--- src/zbt_defs.svh ---
`ifndef ZBT_DEFS_SVH
`define ZBT_DEFS_SVH

// ****************************************************************
// register map (byte addresses on the apb)
// ****************************************************************
`define ZBT_IO_CFG_ADDR     12'h000
`define ZBT_Z0_CFG_ADDR     12'h004
`define ZBT_Z1_CFG_ADDR     12'h008
`define ZBT_STATUS_ADDR     12'h00c

// ****************************************************************
// reset value and field positions
// ****************************************************************
`define ZBT_CFG_RESET       16'h069f
`define ZBT_CFG_WMASK       16'h0eff
`define ZBT_WAIT_LSB        0
`define ZBT_WAIT_MSB        2
`define ZBT_HOLD_LSB        3
`define ZBT_HOLD_MSB        4
`define ZBT_RBE_BIT         5
`define ZBT_WBR_BIT         6
`define ZBT_BW_BIT          7
`define ZBT_POST_IDLE_ENABLE_BIT        9
`define ZBT_PRE_IDLE_ENABLE_BIT        10
`define ZBT_FRE_BIT         11

// ****************************************************************
// address windows (24-bit core address)
// ****************************************************************
`define ZBT_IO_BASE         24'hfffb00
`define ZBT_IO_LAST         24'hfffbff
`define ZBT_Z1_BASE         24'h400000
`define ZBT_Z1_LAST         24'h7fffff

// ****************************************************************
// timing counts in clock cycles
// ****************************************************************
`define ZBT_BASE_CYCLES     4'h1
`define ZBT_IDLE_CYCLES    4'h1

`endif

--- src/zbt_pkg.sv ---
package zbt_pkg;

  // zone that a core access falls into
  typedef enum logic [1:0] {
    ZBT_ZONE_NONE,
    ZBT_ZONE_IO,
    ZBT_ZONE_0,
    ZBT_ZONE_1
  } zbt_zone_t;

  // decoded zone configuration word
  typedef struct packed {
    logic       fast_read_enable;
    logic       pre_idle_enable;
    logic       post_idle_enable;
    logic       bus_width_sel;
    logic       burst_read_wait;
    logic       read_burst_enable;
    logic [1:0] hold;
    logic [2:0] wait_cnt;
  } zbt_cfg_t;

  // core request
  typedef struct packed {
    logic [23:0] addr;
    logic        write;
    logic        wide;
  } zbt_req_t;

  // cycle plan handed to the sequencer
  typedef struct packed {
    logic [3:0] waits;
    logic [1:0] holds;
    logic       burst;
    logic       burst_wait;
    logic       pre_idle;
    logic       post_idle;
    logic       wide_bus;
  } zbt_plan_t;

endpackage : zbt_pkg

--- src/zbt_cfg_reg.sv ---
`timescale 1ns/1ps
`include "zbt_defs.svh"

// one zone configuration word with reserved bits forced to zero
module zbt_cfg_reg (
  // clock and reset
  input  wire logic              core_clk_i,
  input  wire logic              reset_i,
  // write port
  input  wire logic              wr_en_i,
  input  wire logic [15:0]       wr_data_i,
  // contents
  output logic [15:0]            value_o,
  output zbt_pkg::zbt_cfg_t      cfg_o
);
  import zbt_pkg::*;

  logic [15:0] cfg_q;

  // reset load and masked write
  always_ff @(posedge core_clk_i) begin
    if (reset_i) begin
      cfg_q <= `ZBT_CFG_RESET;
    end else if (wr_en_i) begin
      cfg_q <= wr_data_i & `ZBT_CFG_WMASK;
    end
  end

  // field split
  assign value_o                = cfg_q;
  assign cfg_o.wait_cnt         = cfg_q[`ZBT_WAIT_MSB:`ZBT_WAIT_LSB];
  assign cfg_o.hold             = cfg_q[`ZBT_HOLD_MSB:`ZBT_HOLD_LSB];
  assign cfg_o.read_burst_enable = cfg_q[`ZBT_RBE_BIT];
  assign cfg_o.burst_read_wait  = cfg_q[`ZBT_WBR_BIT];
  assign cfg_o.bus_width_sel    = cfg_q[`ZBT_BW_BIT];
  assign cfg_o.post_idle_enable = cfg_q[`ZBT_POST_IDLE_ENABLE_BIT];
  assign cfg_o.pre_idle_enable  = cfg_q[`ZBT_PRE_IDLE_ENABLE_BIT];
  assign cfg_o.fast_read_enable = cfg_q[`ZBT_FRE_BIT];

endmodule : zbt_cfg_reg

--- src/zbt_planner.sv ---
`timescale 1ns/1ps
`include "zbt_defs.svh"

// turns a zone configuration and access type into a cycle plan
module zbt_planner (
  // access description
  input  wire logic              is_zone0_i,
  input  wire logic              is_zone1_i,
  input  wire logic              write_i,
  input  wire logic              wide_i,
  input  zbt_pkg::zbt_cfg_t      cfg_i,
  // result
  output zbt_pkg::zbt_plan_t     plan_o
);
  import zbt_pkg::*;

  logic fast;
  logic burst_ok;

  // fast read only applies to the two static zones
  assign fast = cfg_i.fast_read_enable & (is_zone0_i | is_zone1_i);

  // burst: 16-bit read on 8-bit bus; never on zone 0; zone 1 needs bw set
  assign burst_ok = !write_i && wide_i && !fast && !is_zone0_i
                    && cfg_i.read_burst_enable
                    && (!is_zone1_i || cfg_i.bus_width_sel)
                    && (is_zone1_i || !cfg_i.bus_width_sel);

  always_comb begin
    plan_o = '0;
    plan_o.wide_bus = cfg_i.bus_width_sel;
    plan_o.pre_idle = cfg_i.pre_idle_enable;
    plan_o.post_idle = cfg_i.post_idle_enable;
    plan_o.burst = burst_ok;
    plan_o.burst_wait = burst_ok & cfg_i.burst_read_wait;
    if (fast) begin
      // wait and hold fields ignored under fast read
      plan_o.waits = write_i ? 4'h1 : 4'h0;
      plan_o.holds = 2'h0;
    end else if (!write_i) begin
      // a normal read keeps its second base clock so it never matches a fast one
      plan_o.waits = {1'b0, cfg_i.wait_cnt} + `ZBT_BASE_CYCLES;
      plan_o.holds = cfg_i.hold;
    end else begin
      plan_o.waits = {1'b0, cfg_i.wait_cnt};
      plan_o.holds = cfg_i.hold;
    end
  end

endmodule : zbt_planner

--- src/zbt_top.sv ---
`timescale 1ns/1ps
`include "zbt_defs.svh"

module zbt_top (
  // clock and reset
  input  wire logic              core_clk_i,
  input  wire logic              reset_i,
  // apb slave
  input  wire logic              psel_i,
  input  wire logic              penable_i,
  input  wire logic              pwrite_i,
  input  wire logic [11:0]       paddr_i,
  input  wire logic [31:0]       pwdata_i,
  output logic [31:0]            prdata_o,
  output logic                   pready_o,
  output logic                   pslverr_o,
  // core bus request
  input  wire logic              core_req_i,
  input  wire zbt_pkg::zbt_req_t core_cmd_i,
  output logic                   core_done_o,
  // memory side strobes
  output logic                   mem_cycle_o,
  output logic                   mem_access_o,
  output logic                   mem_wait_o,
  output logic                   mem_hold_o,
  output logic                   mem_idle_o,
  output logic                   mem_burst_o,
  output logic                   mem_wide_o,
  output logic                   zone1_select_out_o,
  output logic                   io_select_o,
  output logic                   zone0_select_o
);
  import zbt_pkg::*;

  // ****************************************************************
  // zone decode
  // ****************************************************************

  zbt_zone_t zone_now;

  // flash and its data memory map to zone 0, i/o window and zone 1 by range
  always_comb begin
    if (core_cmd_i.addr >= `ZBT_IO_BASE && core_cmd_i.addr <= `ZBT_IO_LAST) begin
      zone_now = ZBT_ZONE_IO;
    end else if (core_cmd_i.addr >= `ZBT_Z1_BASE && core_cmd_i.addr <= `ZBT_Z1_LAST) begin
      zone_now = ZBT_ZONE_1;
    end else if (core_cmd_i.addr < 24'h040000 ||
                 (core_cmd_i.addr >= 24'h0d0000 && core_cmd_i.addr < 24'h0d2000)) begin
      zone_now = ZBT_ZONE_0;
    end else begin
      zone_now = ZBT_ZONE_NONE;
    end
  end

  // ****************************************************************
  // configuration registers
  // ****************************************************************

  logic        apb_wr;
  logic [15:0] io_val;
  logic [15:0] z0_val;
  logic [15:0] z1_val;
  zbt_cfg_t    io_cfg;
  zbt_cfg_t    z0_cfg;
  zbt_cfg_t    z1_cfg;

  // one-cycle access phase: writes land on the edge that ends it
  assign apb_wr = psel_i & penable_i & pwrite_i;

  zbt_cfg_reg u_io_cfg (
    .core_clk_i (core_clk_i),
    .reset_i    (reset_i),
    .wr_en_i    (apb_wr && paddr_i == `ZBT_IO_CFG_ADDR),
    .wr_data_i  (pwdata_i[15:0]),
    .value_o    (io_val),
    .cfg_o      (io_cfg)
  );

  zbt_cfg_reg u_z0_cfg (
    .core_clk_i (core_clk_i),
    .reset_i    (reset_i),
    .wr_en_i    (apb_wr && paddr_i == `ZBT_Z0_CFG_ADDR),
    .wr_data_i  (pwdata_i[15:0]),
    .value_o    (z0_val),
    .cfg_o      (z0_cfg)
  );

  zbt_cfg_reg u_z1_cfg (
    .core_clk_i (core_clk_i),
    .reset_i    (reset_i),
    .wr_en_i    (apb_wr && paddr_i == `ZBT_Z1_CFG_ADDR),
    .wr_data_i  (pwdata_i[15:0]),
    .value_o    (z1_val),
    .cfg_o      (z1_cfg)
  );

  // ****************************************************************
  // cycle planning
  // ****************************************************************

  zbt_cfg_t  sel_cfg;
  zbt_plan_t plan;

  // pick the register that governs the addressed zone
  always_comb begin
    case (zone_now)
      ZBT_ZONE_IO: sel_cfg = io_cfg;
      ZBT_ZONE_0:  sel_cfg = z0_cfg;
      ZBT_ZONE_1:  sel_cfg = z1_cfg;
      default:     sel_cfg = '0;
    endcase
  end

  zbt_planner u_planner (
    .is_zone0_i (zone_now == ZBT_ZONE_0),
    .is_zone1_i (zone_now == ZBT_ZONE_1),
    .write_i    (core_cmd_i.write),
    .wide_i     (core_cmd_i.wide),
    .cfg_i      (sel_cfg),
    .plan_o     (plan)
  );

  // ****************************************************************
  // bus cycle sequencer
  // ****************************************************************

  typedef enum {
    ST_IDLE,
    ST_PRE,
    ST_ACCESS,
    ST_WAIT,
    ST_BURST,
    ST_HOLD,
    ST_POST
  } zbt_state_t;

  zbt_state_t state_q;
  zbt_plan_t  plan_q;
  zbt_zone_t  zone_q;
  zbt_zone_t  last_zone_q;
  logic       post_pending_q;
  logic [3:0] cnt_q;
  logic       burst_half_q;
  logic       zone_change;

  // a different zone from the previous bus cycle triggers idle handling
  assign zone_change = (zone_now != last_zone_q);

  // main sequence; the access cycle itself is the first clock, so a fast
  // read with no extra cycles finishes in one clock
  always_ff @(posedge core_clk_i) begin
    if (reset_i) begin
      state_q      <= ST_IDLE;
      plan_q       <= '0;
      zone_q       <= ZBT_ZONE_NONE;
      cnt_q        <= 4'h0;
      burst_half_q <= 1'b0;
    end else begin
      case (state_q)
        ST_IDLE: begin
          if (core_req_i && zone_now != ZBT_ZONE_NONE) begin
            plan_q       <= plan;
            zone_q       <= zone_now;
            burst_half_q <= 1'b0;
            if (zone_change && post_pending_q) begin
              state_q <= ST_POST;
            end else if (zone_change && plan.pre_idle) begin
              state_q <= ST_PRE;
            end else begin
              state_q <= ST_ACCESS;
            end
          end
        end
        ST_POST: begin
          // pre-idle of the new cycle still applies after the post idle
          state_q <= plan_q.pre_idle ? ST_PRE : ST_ACCESS;
        end
        ST_PRE: begin
          state_q <= ST_ACCESS;
        end
        ST_ACCESS: begin
          cnt_q <= 4'h0;
          if (plan_q.waits != 4'h0) begin
            state_q <= ST_WAIT;
          end else if (plan_q.burst && !burst_half_q) begin
            state_q <= plan_q.burst_wait ? ST_BURST : ST_ACCESS;
            burst_half_q <= 1'b1;
          end else if (plan_q.holds != 2'h0) begin
            state_q <= ST_HOLD;
          end else begin
            state_q <= ST_IDLE;
          end
        end
        ST_WAIT: begin
          if (cnt_q + 4'h1 >= plan_q.waits) begin
            cnt_q <= 4'h0;
            if (plan_q.burst && !burst_half_q) begin
              state_q <= plan_q.burst_wait ? ST_BURST : ST_ACCESS;
              plan_q.waits <= 4'h0;
              burst_half_q <= 1'b1;
            end else if (plan_q.holds != 2'h0) begin
              state_q <= ST_HOLD;
            end else begin
              state_q <= ST_IDLE;
            end
          end else begin
            cnt_q <= cnt_q + 4'h1;
          end
        end
        ST_BURST: begin
          // one burst wait cycle before the second byte
          state_q <= ST_ACCESS;
        end
        ST_HOLD: begin
          if (cnt_q + 4'h1 >= {2'b00, plan_q.holds}) begin
            cnt_q   <= 4'h0;
            state_q <= ST_IDLE;
          end else begin
            cnt_q <= cnt_q + 4'h1;
          end
        end
        default: begin
          state_q <= ST_IDLE;
        end
      endcase
    end
  end

  // last zone and pending post-idle, updated as each cycle ends
  always_ff @(posedge core_clk_i) begin
    if (reset_i) begin
      last_zone_q    <= ZBT_ZONE_NONE;
      post_pending_q <= 1'b0;
    end else if (core_done_o) begin
      last_zone_q    <= zone_q;
      post_pending_q <= plan_q.post_idle;
    end
  end

  // ****************************************************************
  // outputs
  // ****************************************************************

  // done marks the last clock of a bus cycle
  always_comb begin
    core_done_o = 1'b0;
    case (state_q)
      ST_ACCESS: core_done_o = (plan_q.waits == 4'h0) && (plan_q.holds == 2'h0) &&
                               !(plan_q.burst && !burst_half_q);
      ST_WAIT:   core_done_o = (cnt_q + 4'h1 >= plan_q.waits) && (plan_q.holds == 2'h0) &&
                               !(plan_q.burst && !burst_half_q);
      ST_HOLD:   core_done_o = (cnt_q + 4'h1 >= {2'b00, plan_q.holds});
      default:   core_done_o = 1'b0;
    endcase
  end

  assign mem_cycle_o        = (state_q != ST_IDLE);
  assign mem_access_o       = (state_q == ST_ACCESS);
  assign mem_wait_o         = (state_q == ST_WAIT) || (state_q == ST_BURST);
  assign mem_hold_o         = (state_q == ST_HOLD);
  assign mem_idle_o         = (state_q == ST_PRE) || (state_q == ST_POST);
  assign mem_burst_o        = (state_q != ST_IDLE) && plan_q.burst;
  assign mem_wide_o         = plan_q.wide_bus;
  assign zone1_select_out_o = (state_q != ST_IDLE) && (zone_q == ZBT_ZONE_1);
  assign io_select_o        = (state_q != ST_IDLE) && (zone_q == ZBT_ZONE_IO);
  assign zone0_select_o     = (state_q != ST_IDLE) && (zone_q == ZBT_ZONE_0);

  // ****************************************************************
  // apb read path
  // ****************************************************************

  logic [31:0] rdata_q;

  // read data registered in the setup cycle, ready in the access phase
  always_ff @(posedge core_clk_i) begin
    if (reset_i) begin
      rdata_q <= 32'h0000_0000;
    end else if (psel_i && !penable_i) begin
      case (paddr_i)
        `ZBT_IO_CFG_ADDR: rdata_q <= {16'h0000, io_val};
        `ZBT_Z0_CFG_ADDR: rdata_q <= {16'h0000, z0_val};
        `ZBT_Z1_CFG_ADDR: rdata_q <= {16'h0000, z1_val};
        `ZBT_STATUS_ADDR: rdata_q <= {24'h000000, 1'b0, core_done_o,
                                      mem_cycle_o, 1'b0, 2'(zone_q), 2'(last_zone_q)};
        default:          rdata_q <= 32'h0000_0000;
      endcase
    end
  end

  assign prdata_o  = rdata_q;
  assign pready_o  = 1'b1;
  // unmapped addresses answer with an error, status is read only
  assign pslverr_o = psel_i && penable_i &&
                     !(paddr_i == `ZBT_IO_CFG_ADDR || paddr_i == `ZBT_Z0_CFG_ADDR ||
                       paddr_i == `ZBT_Z1_CFG_ADDR ||
                       (paddr_i == `ZBT_STATUS_ADDR && !pwrite_i));

endmodule : zbt_top

--- config.mk ---
export PLATFORM = sky130hd
export DESIGN_NAME = zbt_top
export DESIGN_NICKNAME = d
export VERILOG_FILES = /design/src/zbt_pkg.sv /design/src/zbt_cfg_reg.sv /design/src/zbt_planner.sv /design/src/zbt_top.sv
export VERILOG_INCLUDE_DIRS = /design/src
export SDC_FILE = /design/constraint.sdc
export NUM_CORES = 1
export LEC_CHECK = 0
export BUFFER_PORTS_ARGS = -buffer_cell sky130_fd_sc_hd__clkbuf_2
export CAP_MARGIN = 30
export CORE_AREA = 2 2 82 100
export CTS_CLUSTER_DIAMETER = 50
export DETAILED_ROUTE_END_ITERATION = 10
export DIE_AREA = 0 0 84 102
export PLACE_DENSITY_LB_ADDON = 0.05
export SLEW_MARGIN = 20
export SYNTH_ARGS = -nofsm -noshare
export SYNTH_HDL_FRONTEND = slang
export SYNTH_SLANG_ARGS = --single-unit
--- constraint.sdc ---
create_clock -name core_clk_i -period 2.8 [get_ports core_clk_i]
set_clock_uncertainty 0.1 [all_clocks]
set_input_delay 0.14 -clock core_clk_i [delete_from_list [all_inputs] [get_ports core_clk_i]]
set_output_delay 0.14 -clock core_clk_i [all_outputs]
set_load 0.05 [all_outputs]
==> results of run 1 <==
==> logic make-up after synthesis <==
kind of cell             synth area share [%]
AND/OR/NAND/NOR                         23.11
AO/OA/AOI/OAI                           15.29
flip-flops                              35.02
buffers and inverters                   8.400
multiplexers                            14.52
adder cells (fa/ha/maj)                 2.575
XOR/XNOR                               0.9014
other                                  0.1932
==> routing by layer <==
layer  wire length, um  track usage, %
met5                 0               0
met4               250           9.677
met3               324           3.877
met2              5124           43.08
met1              4274           30.22
==> registers in the layout, indices dropped and copies added, names as in the netlist <==
| register | count |
|---|---|
| post_pending_q | 1 |
| zone_q | 2 |
| u_io_cfg.value_o | 11 |
| last_zone_q | 2 |
| prdata_o | 11 |
| u_z0_cfg.value_o | 11 |
| cnt_q | 4 |
| mem_wide_o | 1 |
| u_z1_cfg.value_o | 11 |
| state_q | 3 |
| burst_half_q | 1 |
| plan_q | 10 |
==> how the worst max path moves through the flow <==
| stage | from | endpoint | depth (start not counted) |
|---|---|---|---|
| after global placement | cnt_q[0]$_SDFFE_PP0P_ | prdata_o[6]$_SDFFE_PP0P_ | 10 |
| after floorplan | cnt_q[0]$_SDFFE_PP0P_ | core_done_o | 8 |
| final | cnt_q[2]$_SDFFE_PP0P_ | core_done_o | 10 |
| after detailed placement | cnt_q[0]$_SDFFE_PP0P_ | prdata_o[6]$_SDFFE_PP0P_ | 10 |
| after global routing | cnt_q[0]$_SDFFE_PP0P_ | core_done_o | 10 |
| after CTS | cnt_q[0]$_SDFFE_PP0P_ | core_done_o | 10 |
==> report_power, final <==
| part | leakage (nW) | internal [mW] | switching (mW) | total [mW] |
|---|---|---|---|---|
| registers | 0.551 | 0.973 | 0.00815 | 0.981 |
| logic | 1.28 | 0.0907 | 0.189 | 0.280 |
| clock network | 0.102 | 0.457 | 0.359 | 0.816 |
| total | 1.93 | 1.52 | 0.557 | 2.08 |
==> layout make-up <==
cell class | instances | area (sq um) | area share, %
Clock buffer | 12 | 155.1 | 3.317
Multi-Input combinational cell | 344 | 2313 | 49.46
Tap cell | 92 | 115.1 | 2.461
Timing Repair Buffer | 100 | 633.1 | 13.54
Clock inverter | 4 | 47.55 | 1.017
Sequential cell | 68 | 1368 | 29.24
Inverter | 12 | 45.04 | 0.9631
==> stage by stage <==
stage / worst slack [ns] / std cells
3_3_place_gp: 0.3052 / 602
2_1_floorplan: 0.2477 / 472
3_5_place_dp: 0.2211 / 602
6_report: 0.1717 / 632
5_1_grt: 0.02642 / 632
4_1_cts: 0.01965 / 629
==> worst min-delay path, stage by stage <==
cell and delay [ns]:
sky130_fd_sc_hd__clkbuf_2 0.09, sky130_fd_sc_hd__nand4_1 0.12, sky130_fd_sc_hd__o31ai_1 0.08
==> cells in the final DEF (no fill, tap or decap), drive strengths merged, types with 17 or more instances in the layout <==
cell / count
conb: 22
nand2: 54
buf: 20
nand3: 26
a21oi: 21
dfxtp: 68
clkbuf: 81
nor2: 32
mux2i: 44
o21ai: 17
==> what timing repair did <==
item                                   4_1_cts  5_1_grt
pin swaps                                    0        1
gates resized for setup                      6        4
setup endpoints to repair                    1        1
buffers inserted                             0        3
endpoints found under the hold margin       33        0
hold buffers                                11        0
==> flow_summary.rst, run 1 <==
.. list-table::
   :header-rows: 1

   * - Metric
     - Value
   * - IO buf count
     - 69
   * - Number of buffers created by CTS
     - 9
   * - Core Util, Final
     - roughly three fifths
   * - Final design instance area without fill
     - 4677 sq um
   * - DR pass1 iterations
     - 5
   * - FF+latch count, synth
     - 68
   * - Largest cells by area after synthesis
     - sky130_fd_sc_hd__dfxtp_1 (35%), sky130_fd_sc_hd__mux2i_1 (11%), sky130_fd_sc_hd__nand2_1 (5.2%)
   * - Post-layout power
     - 2.077 mW
   * - Post-layout net count
     - 619
   * - CP delay by family, top
     - buffers and inverters
   * - Cells after synthesis
     - 452
   * - PwrDens
     - approximately 440 nW/um^2
   * - Largest buffer count on any clock path
     - 2
   * - Synthesis warning total
     - 0
   * - Share of the clock period used by the worst path after layout
     - 93.87%
   * - Max_cap viols
     - 0
   * - Count of final setup violators
     - 0
   * - Global routing usage summed across all routing layers
     - 24.46%
   * - Unrepaired setup endpoints after global routing
     - no
   * - CTS root buf
     - sky130_fd_sc_hd__clkbuf_8
   * - First-pass GRT wire length
     - approximately 17 mm
   * - Number of placement rows
     - 35
   * - Dpl hpwl
     - 7.515 mm
   * - Clock-pin transition on the worst setup and hold timing paths
     - roughly 0.07 ns
   * - Instance count along the most critical hold path
     - 3
   * - Worst path bufs/invs
     - 4
   * - Clock sink count
     - 68
   * - Share of Yosys cell area claimed by the top area cell type
     - 35.02%
   * - Number of top-level design ports
     - about 120
   * - CTS tree
     - done
   * - Slowest cell on crit path
     - sky130_fd_sc_hd__dfxtp_4
   * - Mean post-synth cell area
     - approximately 8.6 sq um
   * - Total negative slack
     - 0 ns
   * - Placeable core region
     - 7576 sq um
   * - Count leader, synth
     - sky130_fd_sc_hd__dfxtp_1
   * - Unique masters post-synth
     - 67
   * - Register-to-register path setup slack
     - 0.29 ns
   * - Vias after detailed routing
     - 3576
   * - Die outline area
     - 8568 sq um
   * - Drc violations
     - 0
   * - Worst-path fanout max
     - 4
   * - Remaining number of nets flagged by the antenna check after routing
     - 0
   * - Worst slack on hold paths
     - ~0.034 ns
   * - Effective utilization at floorplan
     - about half
   * - DRC violation total after the first TritonRoute iteration
     - approximately 170
   * - Crit end category
     - output pin
   * - Routability cong.
     - between 0.8 and 0.9
   * - Depth of the worst register-to-register path
     - 9
   * - Final critical path time including I/O delays and setup
     - 2.628 ns
   * - Die extent in y
     - 102 um
   * - Final routed wirelength across all metal layers
     - 9.974 mm
   * - Pin count of the biggest net entering global routing
     - 38
   * - Startpoint of the worst-slack reg-to-reg timing path
     - cnt_q[2]$_SDFFE_PP0P_
   * - Maximum clock frequency
     - 380.5 MHz
   * - H-Tree Depth
     - 3
   * - Vias per cell
     - 5.658
   * - Number of filler instances in the final layout
     - 713
   * - Class of the tightest hold or removal check
     - in2reg
   * - Count of final max-slew check failures
     - 0
   * - Worst-Skew Late Latency
     - between 0.3 and 0.4 ns
   * - Highest ir drop seen on vdd
     - 316.1 uV
   * - Transition time of the tightest slew-check pin
     - 0.6337 ns
   * - Placed Area
     - 4294 sq um
   * - Synthesized cell area
     - 3887 sq um
   * - Largest stage delay on the critical path
     - 0.39 ns
   * - End of the worst register-to-register path
     - plan_q[3]$_SDFFE_PP0P_
   * - Initial antenna violation count
     - 0
   * - Worst-case headroom to the max-slew limit
     - 57.67%
   * - Portion of the post-synthesis area used by sequential elements
     - a little over a third
   * - Category of the most critical setup path
     - reg2out
   * - WP data required
     - 2.56 ns
   * - Source of the worst hold timing path
     - core_cmd_i[0]
   * - Area grow syn2layout
     - 20.31%
   * - Capture endpoint of the worst hold path
     - plan_q[4]$_SDFFE_PP0P_
   * - Vias in the first global route
     - between 3000 and 4000
   * - Chip width
     - 84 um
   * - Final Hold Vio Count
     - 0
   * - Routed wire length per instance
     - approximately 16 um
   * - Fraction of registers with async set or reset after synthesis
     - 0%
   * - Total leakage power
     - 1.931 nW
   * - Most frequent cell on the critical path
     - sky130_fd_sc_hd__inv_1
   * - Most used standard cells in the synthesized netlist
     - sky130_fd_sc_hd__dfxtp_1 (68), sky130_fd_sc_hd__nand2_1 (54), sky130_fd_sc_hd__mux2i_1 (44)
   * - Count of flip-flops with a built-in enable after synthesis
     - 0
   * - Cells along the critical path
     - nand3_1 > xor2_2 > inv_1 > ha_1 > nand3b_1 > a21o_1 > a32oi_1 > buf_4 > inv_1 > clkbuf_4
   * - Overflow left after global routing
     - 0
   * - Startpoint type of the worst setup path
     - register
   * - Top flip-flop cell by instance count after synthesis
     - sky130_fd_sc_hd__dfxtp_1
   * - Arrival time of the worst setup path
     - 2.39 ns
   * - Dominant cell type by area after synthesis
     - sky130_fd_sc_hd__dfxtp_1
   * - Number of inserted diodes
     - 0
   * - Outcome
     - finished, final reports clean
   * - Fraction of final layout cells with drive strength greater than 1
     - 23.33%
(Power assumes the default switching activity.)
==> inputs of run 2 (changes only) <==
- ABC_AREA: not set -> 1
==> flow_summary.rst, run 2 <==
.. list-table::
   :header-rows: 1

   * - Metric
     - Value
   * - Outcome
     - finished, final reports clean
   * - Crit end category
     - output pin
   * - Count of flip-flops with a built-in enable after synthesis
     - 0 (unchanged)
   * - Drc violations
     - 0 (unchanged)
   * - Number of buffers created by CTS
     - 9 (unchanged)
   * - Highest ir drop seen on vdd
     - 476.4 uV (+51%)
   * - Die extent in y
     - 102 um (unchanged)
   * - Maximum clock frequency
     - 374.9 MHz (-1.5%)
   * - Most frequent cells in the layout
     - sky130_fd_sc_hd__nand2_1 (121), sky130_fd_sc_hd__inv_1 (68), sky130_fd_sc_hd__clkbuf_2 (68)
   * - WP data required
     - 2.56 ns (about the same)
   * - Register-to-register path setup slack
     - 0.36 ns (+0.07 ns)
   * - Effective utilization at floorplan
     - 50.98% (-0.33 points)
   * - Startpoint type of the worst setup path
     - register
   * - CTS tree
     - done
   * - Routability cong.
     - 0.8908 (+5.9%)
   * - Vias per cell
     - 5.255 (-7.1%)
   * - FF+latch count, synth
     - 68 (unchanged)
   * - Post-layout net count
     - 724 (+17%)
   * - Worst-path fanout max
     - 8 (+4)
   * - PwrDens
     - 496.6 nW/um^2 (+12%)
   * - Vias after detailed routing
     - 3873 (+8.3%)
   * - Number of top-level design ports
     - 121 (unchanged)
   * - Startpoint of the worst-slack reg-to-reg timing path
     - cnt_q[1]$_SDFFE_PP0P_
   * - Most used standard cells in the synthesized netlist
     - sky130_fd_sc_hd__nand2_1 (121), sky130_fd_sc_hd__dfxtp_1 (68), sky130_fd_sc_hd__inv_1 (68)
   * - Area grow syn2layout
     - 18.79%
   * - Dpl hpwl
     - 8.112 mm (+7.9%)
   * - Synthesized cell area
     - 3862 sq um (-0.64%)
   * - Depth of the worst register-to-register path
     - 12 (+3)
   * - Global routing usage summed across all routing layers
     - 24.96% (+0.50 points)
   * - Category of the most critical setup path
     - reg2out
   * - H-Tree Depth
     - 3 (unchanged)
   * - Worst slack on hold paths
     - 0.01665 ns (-0.01736 ns)
   * - Most frequent standard cell in the layout excluding fill and tap cells
     - sky130_fd_sc_hd__nand2_1
   * - Placeable core region
     - 7576 sq um (unchanged)
   * - IO buf count
     - 69 (unchanged)
   * - Worst-Skew Late Latency
     - 0.35 ns (about the same)
   * - First-pass GRT wire length
     - 16.82 mm (+1.6%)
   * - Unique masters post-synth
     - 38 (-43%)
   * - Transition time of the tightest slew-check pin
     - 0.6528 ns (+0.01908 ns)
   * - Critical path capture point
     - core_done_o
   * - Class of the tightest hold or removal check
     - in2reg
   * - Clock-pin transition on the worst setup and hold timing paths
     - 0.07 ns (about the same)
   * - CTS root buf
     - sky130_fd_sc_hd__clkbuf_8
   * - Count leader, synth
     - sky130_fd_sc_hd__nand2_1
   * - Synthesis warning total
     - 0 (unchanged)
   * - Final critical path time including I/O delays and setup
     - 2.667 ns (+0.03904 ns)
   * - Arrival time of the worst setup path
     - 2.43 ns (+0.04 ns)
   * - Dominant cell type by area after synthesis
     - sky130_fd_sc_hd__dfxtp_1
   * - Count of final max-slew check failures
     - 0 (unchanged)
   * - Top flip-flop cell by instance count after synthesis
     - sky130_fd_sc_hd__dfxtp_1
   * - Count of final setup violators
     - 0 (unchanged)
   * - Max_cap viols
     - 0 (unchanged)
   * - Overflow left after global routing
     - 0 (unchanged)
   * - Chip width
     - 84 um (unchanged)
   * - Number of placement rows
     - 35 (unchanged)
   * - DR pass1 iterations
     - 4 (-1)
   * - Worst-case headroom to the max-slew limit
     - 56.12% (-1.5 points)
   * - Fraction of registers with async set or reset after synthesis
     - 0% (unchanged)
   * - End of the worst register-to-register path
     - plan_q[8]$_SDFFE_PP0P_
   * - Post-placement setup slack
     - 0.2628 ns (+0.04167 ns)
   * - Share of Yosys cell area claimed by the top area cell type
     - 35.24% (+0.23 points)
   * - Number of filler instances in the final layout
     - 749 (+5.0%)
   * - Clock sink count
     - 68 (unchanged)
   * - Remaining number of nets flagged by the antenna check after routing
     - 0 (unchanged)
   * - Share of the clock period used by the worst path after layout
     - 95.26% (+1.4 points)
   * - Number of inserted diodes
     - 0 (unchanged)
   * - Mean post-synth cell area
     - 6.897 sq um (-20%)
   * - Fraction of final layout cells with drive strength greater than 1
     - 20.16% (-3.2 points)
   * - Initial antenna violation count
     - 0 (unchanged)
   * - First element of the critical path
     - cnt_q[1]$_SDFFE_PP0P_
   * - Vias in the first global route
     - 3498 (+3.8%)
   * - DRC violation total after the first TritonRoute iteration
     - 171 (+2.4%)
   * - Largest buffer count on any clock path
     - 2 (unchanged)
   * - Cells after synthesis
     - 560 (+24%)
   * - Crit path setup slack, layout
     - 0.1327 ns (-0.03904 ns)
   * - Portion of the post-synthesis area used by sequential elements
     - 35.24% (+0.23 points)
   * - Routed wire length per instance
     - 14.44 um (-8.5%)
   * - Pin count of the biggest net entering global routing
     - 39 (+2.6%)
   * - Final routed wirelength across all metal layers
     - 10.64 mm (+6.7%)
   * - Final Hold Vio Count
     - 0 (unchanged)
   * - Total leakage power
     - 2.262 nW (+17%)
   * - Largest cells by area after synthesis
     - sky130_fd_sc_hd__dfxtp_1 (35%), sky130_fd_sc_hd__nand2_1 (12%), sky130_fd_sc_hd__inv_1 (6.6%)
   * - Die outline area
     - 8568 sq um (unchanged)
run 2: cell count changes after synthesis, sizes merged, moves of 7 or more:
cell,previous run,this run
nand3,26,39
nor2b,8,0
inv,12,81
nand2,54,123
a21oi,21,47
nor3,6,13
and3,9,0
mux2i,44,0
nor2,32,42
o22ai,4,13
o21ai,17,31
clkbuf,20,13
o211ai,2,30
run 2: worst min-delay path by stage:
stage                 from  depth (start not counted)                                to  slack (ns)
2_1_floorplan  pwdata_i[0]                          2  u_io_cfg.value_o[0]$_SDFFE_PP1P_        0.17
3_3_place_gp   pwdata_i[3]                          3  u_io_cfg.value_o[3]$_SDFFE_PP1P_        0.28
3_5_place_dp   pwdata_i[3]                          3  u_io_cfg.value_o[3]$_SDFFE_PP1P_        0.28
4_1_cts        pwdata_i[5]                          3  u_z1_cfg.value_o[5]$_SDFFE_PP0P_       0.006
5_1_grt        pwdata_i[6]                          3  u_z0_cfg.value_o[6]$_SDFFE_PP0P_        0.02
6_report       pwdata_i[5]                          3  u_z1_cfg.value_o[5]$_SDFFE_PP0P_        0.02
run 2: worst max-delay path: stages (launching register included):
cell                       delay, ns
sky130_fd_sc_hd__dfxtp_1        0.37
sky130_fd_sc_hd__nand3_2        0.11
sky130_fd_sc_hd__xor2_2         0.20
sky130_fd_sc_hd__inv_1          0.10
sky130_fd_sc_hd__ha_1           0.31
sky130_fd_sc_hd__a21oi_1        0.17
sky130_fd_sc_hd__o211ai_1       0.14
sky130_fd_sc_hd__nor2_2         0.20
sky130_fd_sc_hd__inv_1          0.10
sky130_fd_sc_hd__nand2_1        0.11
sky130_fd_sc_hd__nand2_4        0.10
sky130_fd_sc_hd__buf_6          0.17
run 2: cell type report:
cell class	instances	area [sq um]	share of cell area (%)
Clock inverter	5	100.1	2.182
Sequential cell	68	1366	29.78
Tap cell	92	115.1	2.509
Clock buffer	11	131.4	2.863
Inverter	82	307.8	6.708
Timing Repair Buffer	89	524.3	11.43
Multi-Input combinational cell	390	2043	44.53
run 2: cells by family after synthesis:
group,after synthesis,share of synthesized area (%)
AO/OA/AOI/OAI,132,21.12
flip-flops,68,35.24
AND/OR/NAND/NOR,226,26.08
other,2,0.1944
adder cells (fa/ha/maj),8,2.592
buffers and inverters,122,14.32
XOR/XNOR,2,0.4536
run 2: routing by layer:
metal,track usage [%],vias to the layer above,share of wire [%]
met5,0,-,0
met4,10.42,0,3.2
met3,4.685,23,3.9
met1,30.01,1772,43
met2,44.12,96,50
li1,-,1982,-
run 2: timing repair:
action / 4_1_cts / 5_1_grt
hold buffers: 9 / 0
gates resized for setup: 3 / 7
hold endpoints to repair: 22 / 0
setup buffers: 0 / 2
setup endpoints to repair: 1 / 1
pin swaps: 0 / 2
run 2: per-stage QoR:
step	total power [mW]	instances	cell area, sq um	setup TNS [ns]	utilization, %
CTS	2.290	735	4554	0	60.12
global placement	1.308	710	4220	0	55.71
floorplan	1.250	580	3938	0	-
global route	2.359	737	4588	-0.03488	60.56
finish	2.278	737	4588	0	60.56
detailed placement	1.312	710	4220	0	55.71
run 2: power by group:
group	switching, mW	internal, mW	leakage [nW]
Clock	0.386	0.590	0.117
Combinational	0.231	0.0859	1.59
Sequential	0.00854	0.978	0.551
==> inputs of run 3 (changes only) <==
- ABC_AREA: 1 -> not set
- PLACE_DENSITY_LB_ADDON: 0.05 -> 0.12
==> flow_summary.rst, run 3 (synthesis results as in run 1) <==
.. list-table::
   :header-rows: 1

   * - Metric
     - Value
   * - Vias per cell
     - 5.618 (+6.9%)
   * - WP data required
     - 2.56 ns (about the same)
   * - Number of top-level design ports
     - 121 (unchanged)
   * - Worst-Skew Late Latency
     - 0.34 ns (about the same)
   * - Count of final setup violators
     - 0 (unchanged)
   * - Effective utilization at floorplan
     - 51.31% (+0.33 points)
   * - DR pass1 iterations
     - 4 (unchanged)
   * - Class of the tightest hold or removal check
     - in2reg
   * - Arrival time of the worst setup path
     - 2.43 ns (about the same)
   * - Placeable core region
     - 7576 sq um (unchanged)
   * - Final design instance area without fill
     - 4624 sq um (+0.79%)
   * - Clock sink count
     - 68 (unchanged)
   * - Outcome
     - finished, final reports clean
   * - Area grow syn2layout
     - 18.96%
   * - Final routed wirelength across all metal layers
     - 10.06 mm (-5.5%)
   * - Worst-path fanout max
     - 5 (-3)
   * - Routability cong.
     - 0.8345 (-6.3%)
   * - Global routing usage summed across all routing layers
     - 24.64% (-0.31 points)
   * - Pin count of the biggest net entering global routing
     - 38 (-2.6%)
   * - Register-to-register path setup slack
     - 0.30 ns (-0.06 ns)
   * - Transition time of the tightest slew-check pin
     - 0.6596 ns (+0.006818 ns)
   * - Number of inserted diodes
     - 0 (unchanged)
   * - PwrDens
     - 429.4 nW/um^2 (-14%)
   * - Number of buffers created by CTS
     - 9 (unchanged)
   * - Vias in the first global route
     - 3352 (-4.2%)
   * - Routed wire length per instance
     - 15.94 um (+10%)
   * - Final Hold Vio Count
     - 0 (unchanged)
   * - Initial antenna violation count
     - 0 (unchanged)
   * - Most frequent standard cell in the layout excluding fill and tap cells
     - sky130_fd_sc_hd__clkbuf_2
   * - IO buf count
     - 69 (unchanged)
   * - Most frequent cells in the layout
     - sky130_fd_sc_hd__clkbuf_2 (68), sky130_fd_sc_hd__dfxtp_1 (66), sky130_fd_sc_hd__nand2_1 (54)
   * - Dpl hpwl
     - 7.550 mm (-6.9%)
   * - DRC violation total after the first TritonRoute iteration
     - 131 (-23%)
   * - Vias after detailed routing
     - 3545 (-8.5%)
   * - Highest ir drop seen on vdd
     - 344.1 uV (-28%)
   * - Total negative slack
     - 0 ns (unchanged)
   * - Die outline area
     - 8568 sq um (unchanged)
   * - Placed Area
     - 4282 sq um (+1.5%)
   * - Remaining number of nets flagged by the antenna check after routing
     - 0 (unchanged)
   * - CTS tree
     - done
   * - Crit end category
     - output pin
   * - H-Tree Depth
     - 3 (unchanged)
   * - Number of filler instances in the final layout
     - 738 (-1.5%)
   * - Startpoint type of the worst setup path
     - register
   * - Fraction of final layout cells with drive strength greater than 1
     - 23.19% (+3.0 points)
   * - Final critical path time including I/O delays and setup
     - 2.670 ns (+0.002713 ns)
   * - Clock-pin transition on the worst setup and hold timing paths
     - 0.07 ns (about the same)
   * - Maximum clock frequency
     - 374.5 MHz (-0.10%)
   * - Post-layout net count
     - 618 (-15%)
   * - Category of the most critical setup path
     - reg2out
   * - Die extent in y
     - 102 um (unchanged)
   * - Worst-case headroom to the max-slew limit
     - 55.94% (-0.18 points)
   * - Post-layout power
     - 1.986 mW (-13%)
   * - Total leakage power
     - 1.910 nW (-16%)
   * - CTS root buf
     - sky130_fd_sc_hd__clkbuf_8
   * - Startpoint of the worst-slack reg-to-reg timing path
     - cnt_q[1]$_SDFFE_PP0P_
   * - Count of final max-slew check failures
     - 0 (unchanged)
   * - Number of placement rows
     - 35 (unchanged)
   * - Overflow left after global routing
     - 0 (unchanged)
   * - Source of the worst hold timing path
     - core_cmd_i[1]
   * - Drc violations
     - 0 (unchanged)
   * - First-pass GRT wire length
     - 16.66 mm (-0.95%)
   * - Chip width
     - 84 um (unchanged)
   * - Largest buffer count on any clock path
     - 2 (unchanged)
   * - First element of the critical path
     - cnt_q[1]$_SDFFE_PP0P_
   * - Share of the clock period used by the worst path after layout
     - 95.36% (+0.097 points)
   * - Max_cap viols
     - 0 (unchanged)
run 3: cell count changes in the layout (fill, tap and decap cells not counted), moves of 13 or more:
cell / before / now
sky130_fd_sc_hd__nand2_1: 121 / 54
sky130_fd_sc_hd__inv_1: 68 / 12
sky130_fd_sc_hd__mux2i_1: 0 / 44
sky130_fd_sc_hd__o21ai_1: 25 / 0
sky130_fd_sc_hd__a21oi_1: 45 / 21
sky130_fd_sc_hd__o211ai_1: 26 / 2
sky130_fd_sc_hd__inv_2: 13 / 0
run 3: final timing paths:
check | endpoint | cells past startpoint
min | plan_q[3]$_SDFFE_PP0P_ | 2
max | core_done_o | 10
max reg2reg | plan_q[3]$_SDFFE_PP0P_ | 9
min reg2reg | prdata_o[2]$_SDFFE_PP0P_ | 2
run 3: worst max-delay path, cell delays in order, from the launching register on:
cell	delay, ns
sky130_fd_sc_hd__dfxtp_1	0.41
sky130_fd_sc_hd__nand3_1	0.16
sky130_fd_sc_hd__xor2_2	0.25
sky130_fd_sc_hd__inv_1	0.07
sky130_fd_sc_hd__ha_1	0.19
sky130_fd_sc_hd__nand3b_1	0.18
sky130_fd_sc_hd__a21o_1	0.21
sky130_fd_sc_hd__a32oi_1	0.18
sky130_fd_sc_hd__buf_4	0.20
sky130_fd_sc_hd__inv_1	0.05
sky130_fd_sc_hd__buf_2	0.20
run 3: per-layer routing:
| metal | wire [um] | track usage, % | up-vias |
|---|---|---|---|
| met2 | 5107 | 43.75 | 85 |
| met1 | 4284 | 29.65 | 1684 |
| met3 | 338 | 3.635 | 21 |
| met5 | 0 | 0 | - |
| met4 | 325 | 11.41 | 0 |
| li1 | - | - | 1755 |
run 3: power by group:
part | total (mW) | internal (mW) | leakage [nW] | switching [mW]
sequential | 0.982 | 0.974 | 0.550 | 0.00808
clock | 0.725 | 0.343 | 0.0885 | 0.381
combinational | 0.279 | 0.0891 | 1.27 | 0.190
run 3: layout make-up:
| cell class | instances | area, sq um | area share, % |
|---|---|---|---|
| clock buffer | 10 | 137.6 | 2.976 |
| clock inverter | 6 | 38.79 | 0.8387 |
| inverter | 12 | 45.04 | 0.9740 |
| multi-input combinational | 344 | 2313 | 50.03 |
| sequential | 68 | 1364 | 29.49 |
| tap | 92 | 115.1 | 2.489 |
| timing repair buffer | 99 | 610.6 | 13.20 |
run 3: repair_timing:
action	in CTS	in global routing
hold endpoints to repair	33	0
hold buffers	11	0
buffers inserted	0	2
resized for setup	1	7
cloned	0	0
endpoints found under the setup margin	1	1
pin swaps	0	1
run 3: through the flow:
step / std cells / util, % / hold slack (ns) / worst slack, ns
after detailed placement: 602 / 56.52 / 0.2981 / 0.3302
final: 631 / 61.04 / 0.03659 / 0.1300
after global placement: 602 / 56.52 / 0.2880 / 0.3242
after global routing: 631 / 61.04 / 0.04209 / -0.02479
after floorplan: 472 / - / 0.1415 / 0.2477
after CTS: 629 / 60.40 / 0.02368 / 0.01530
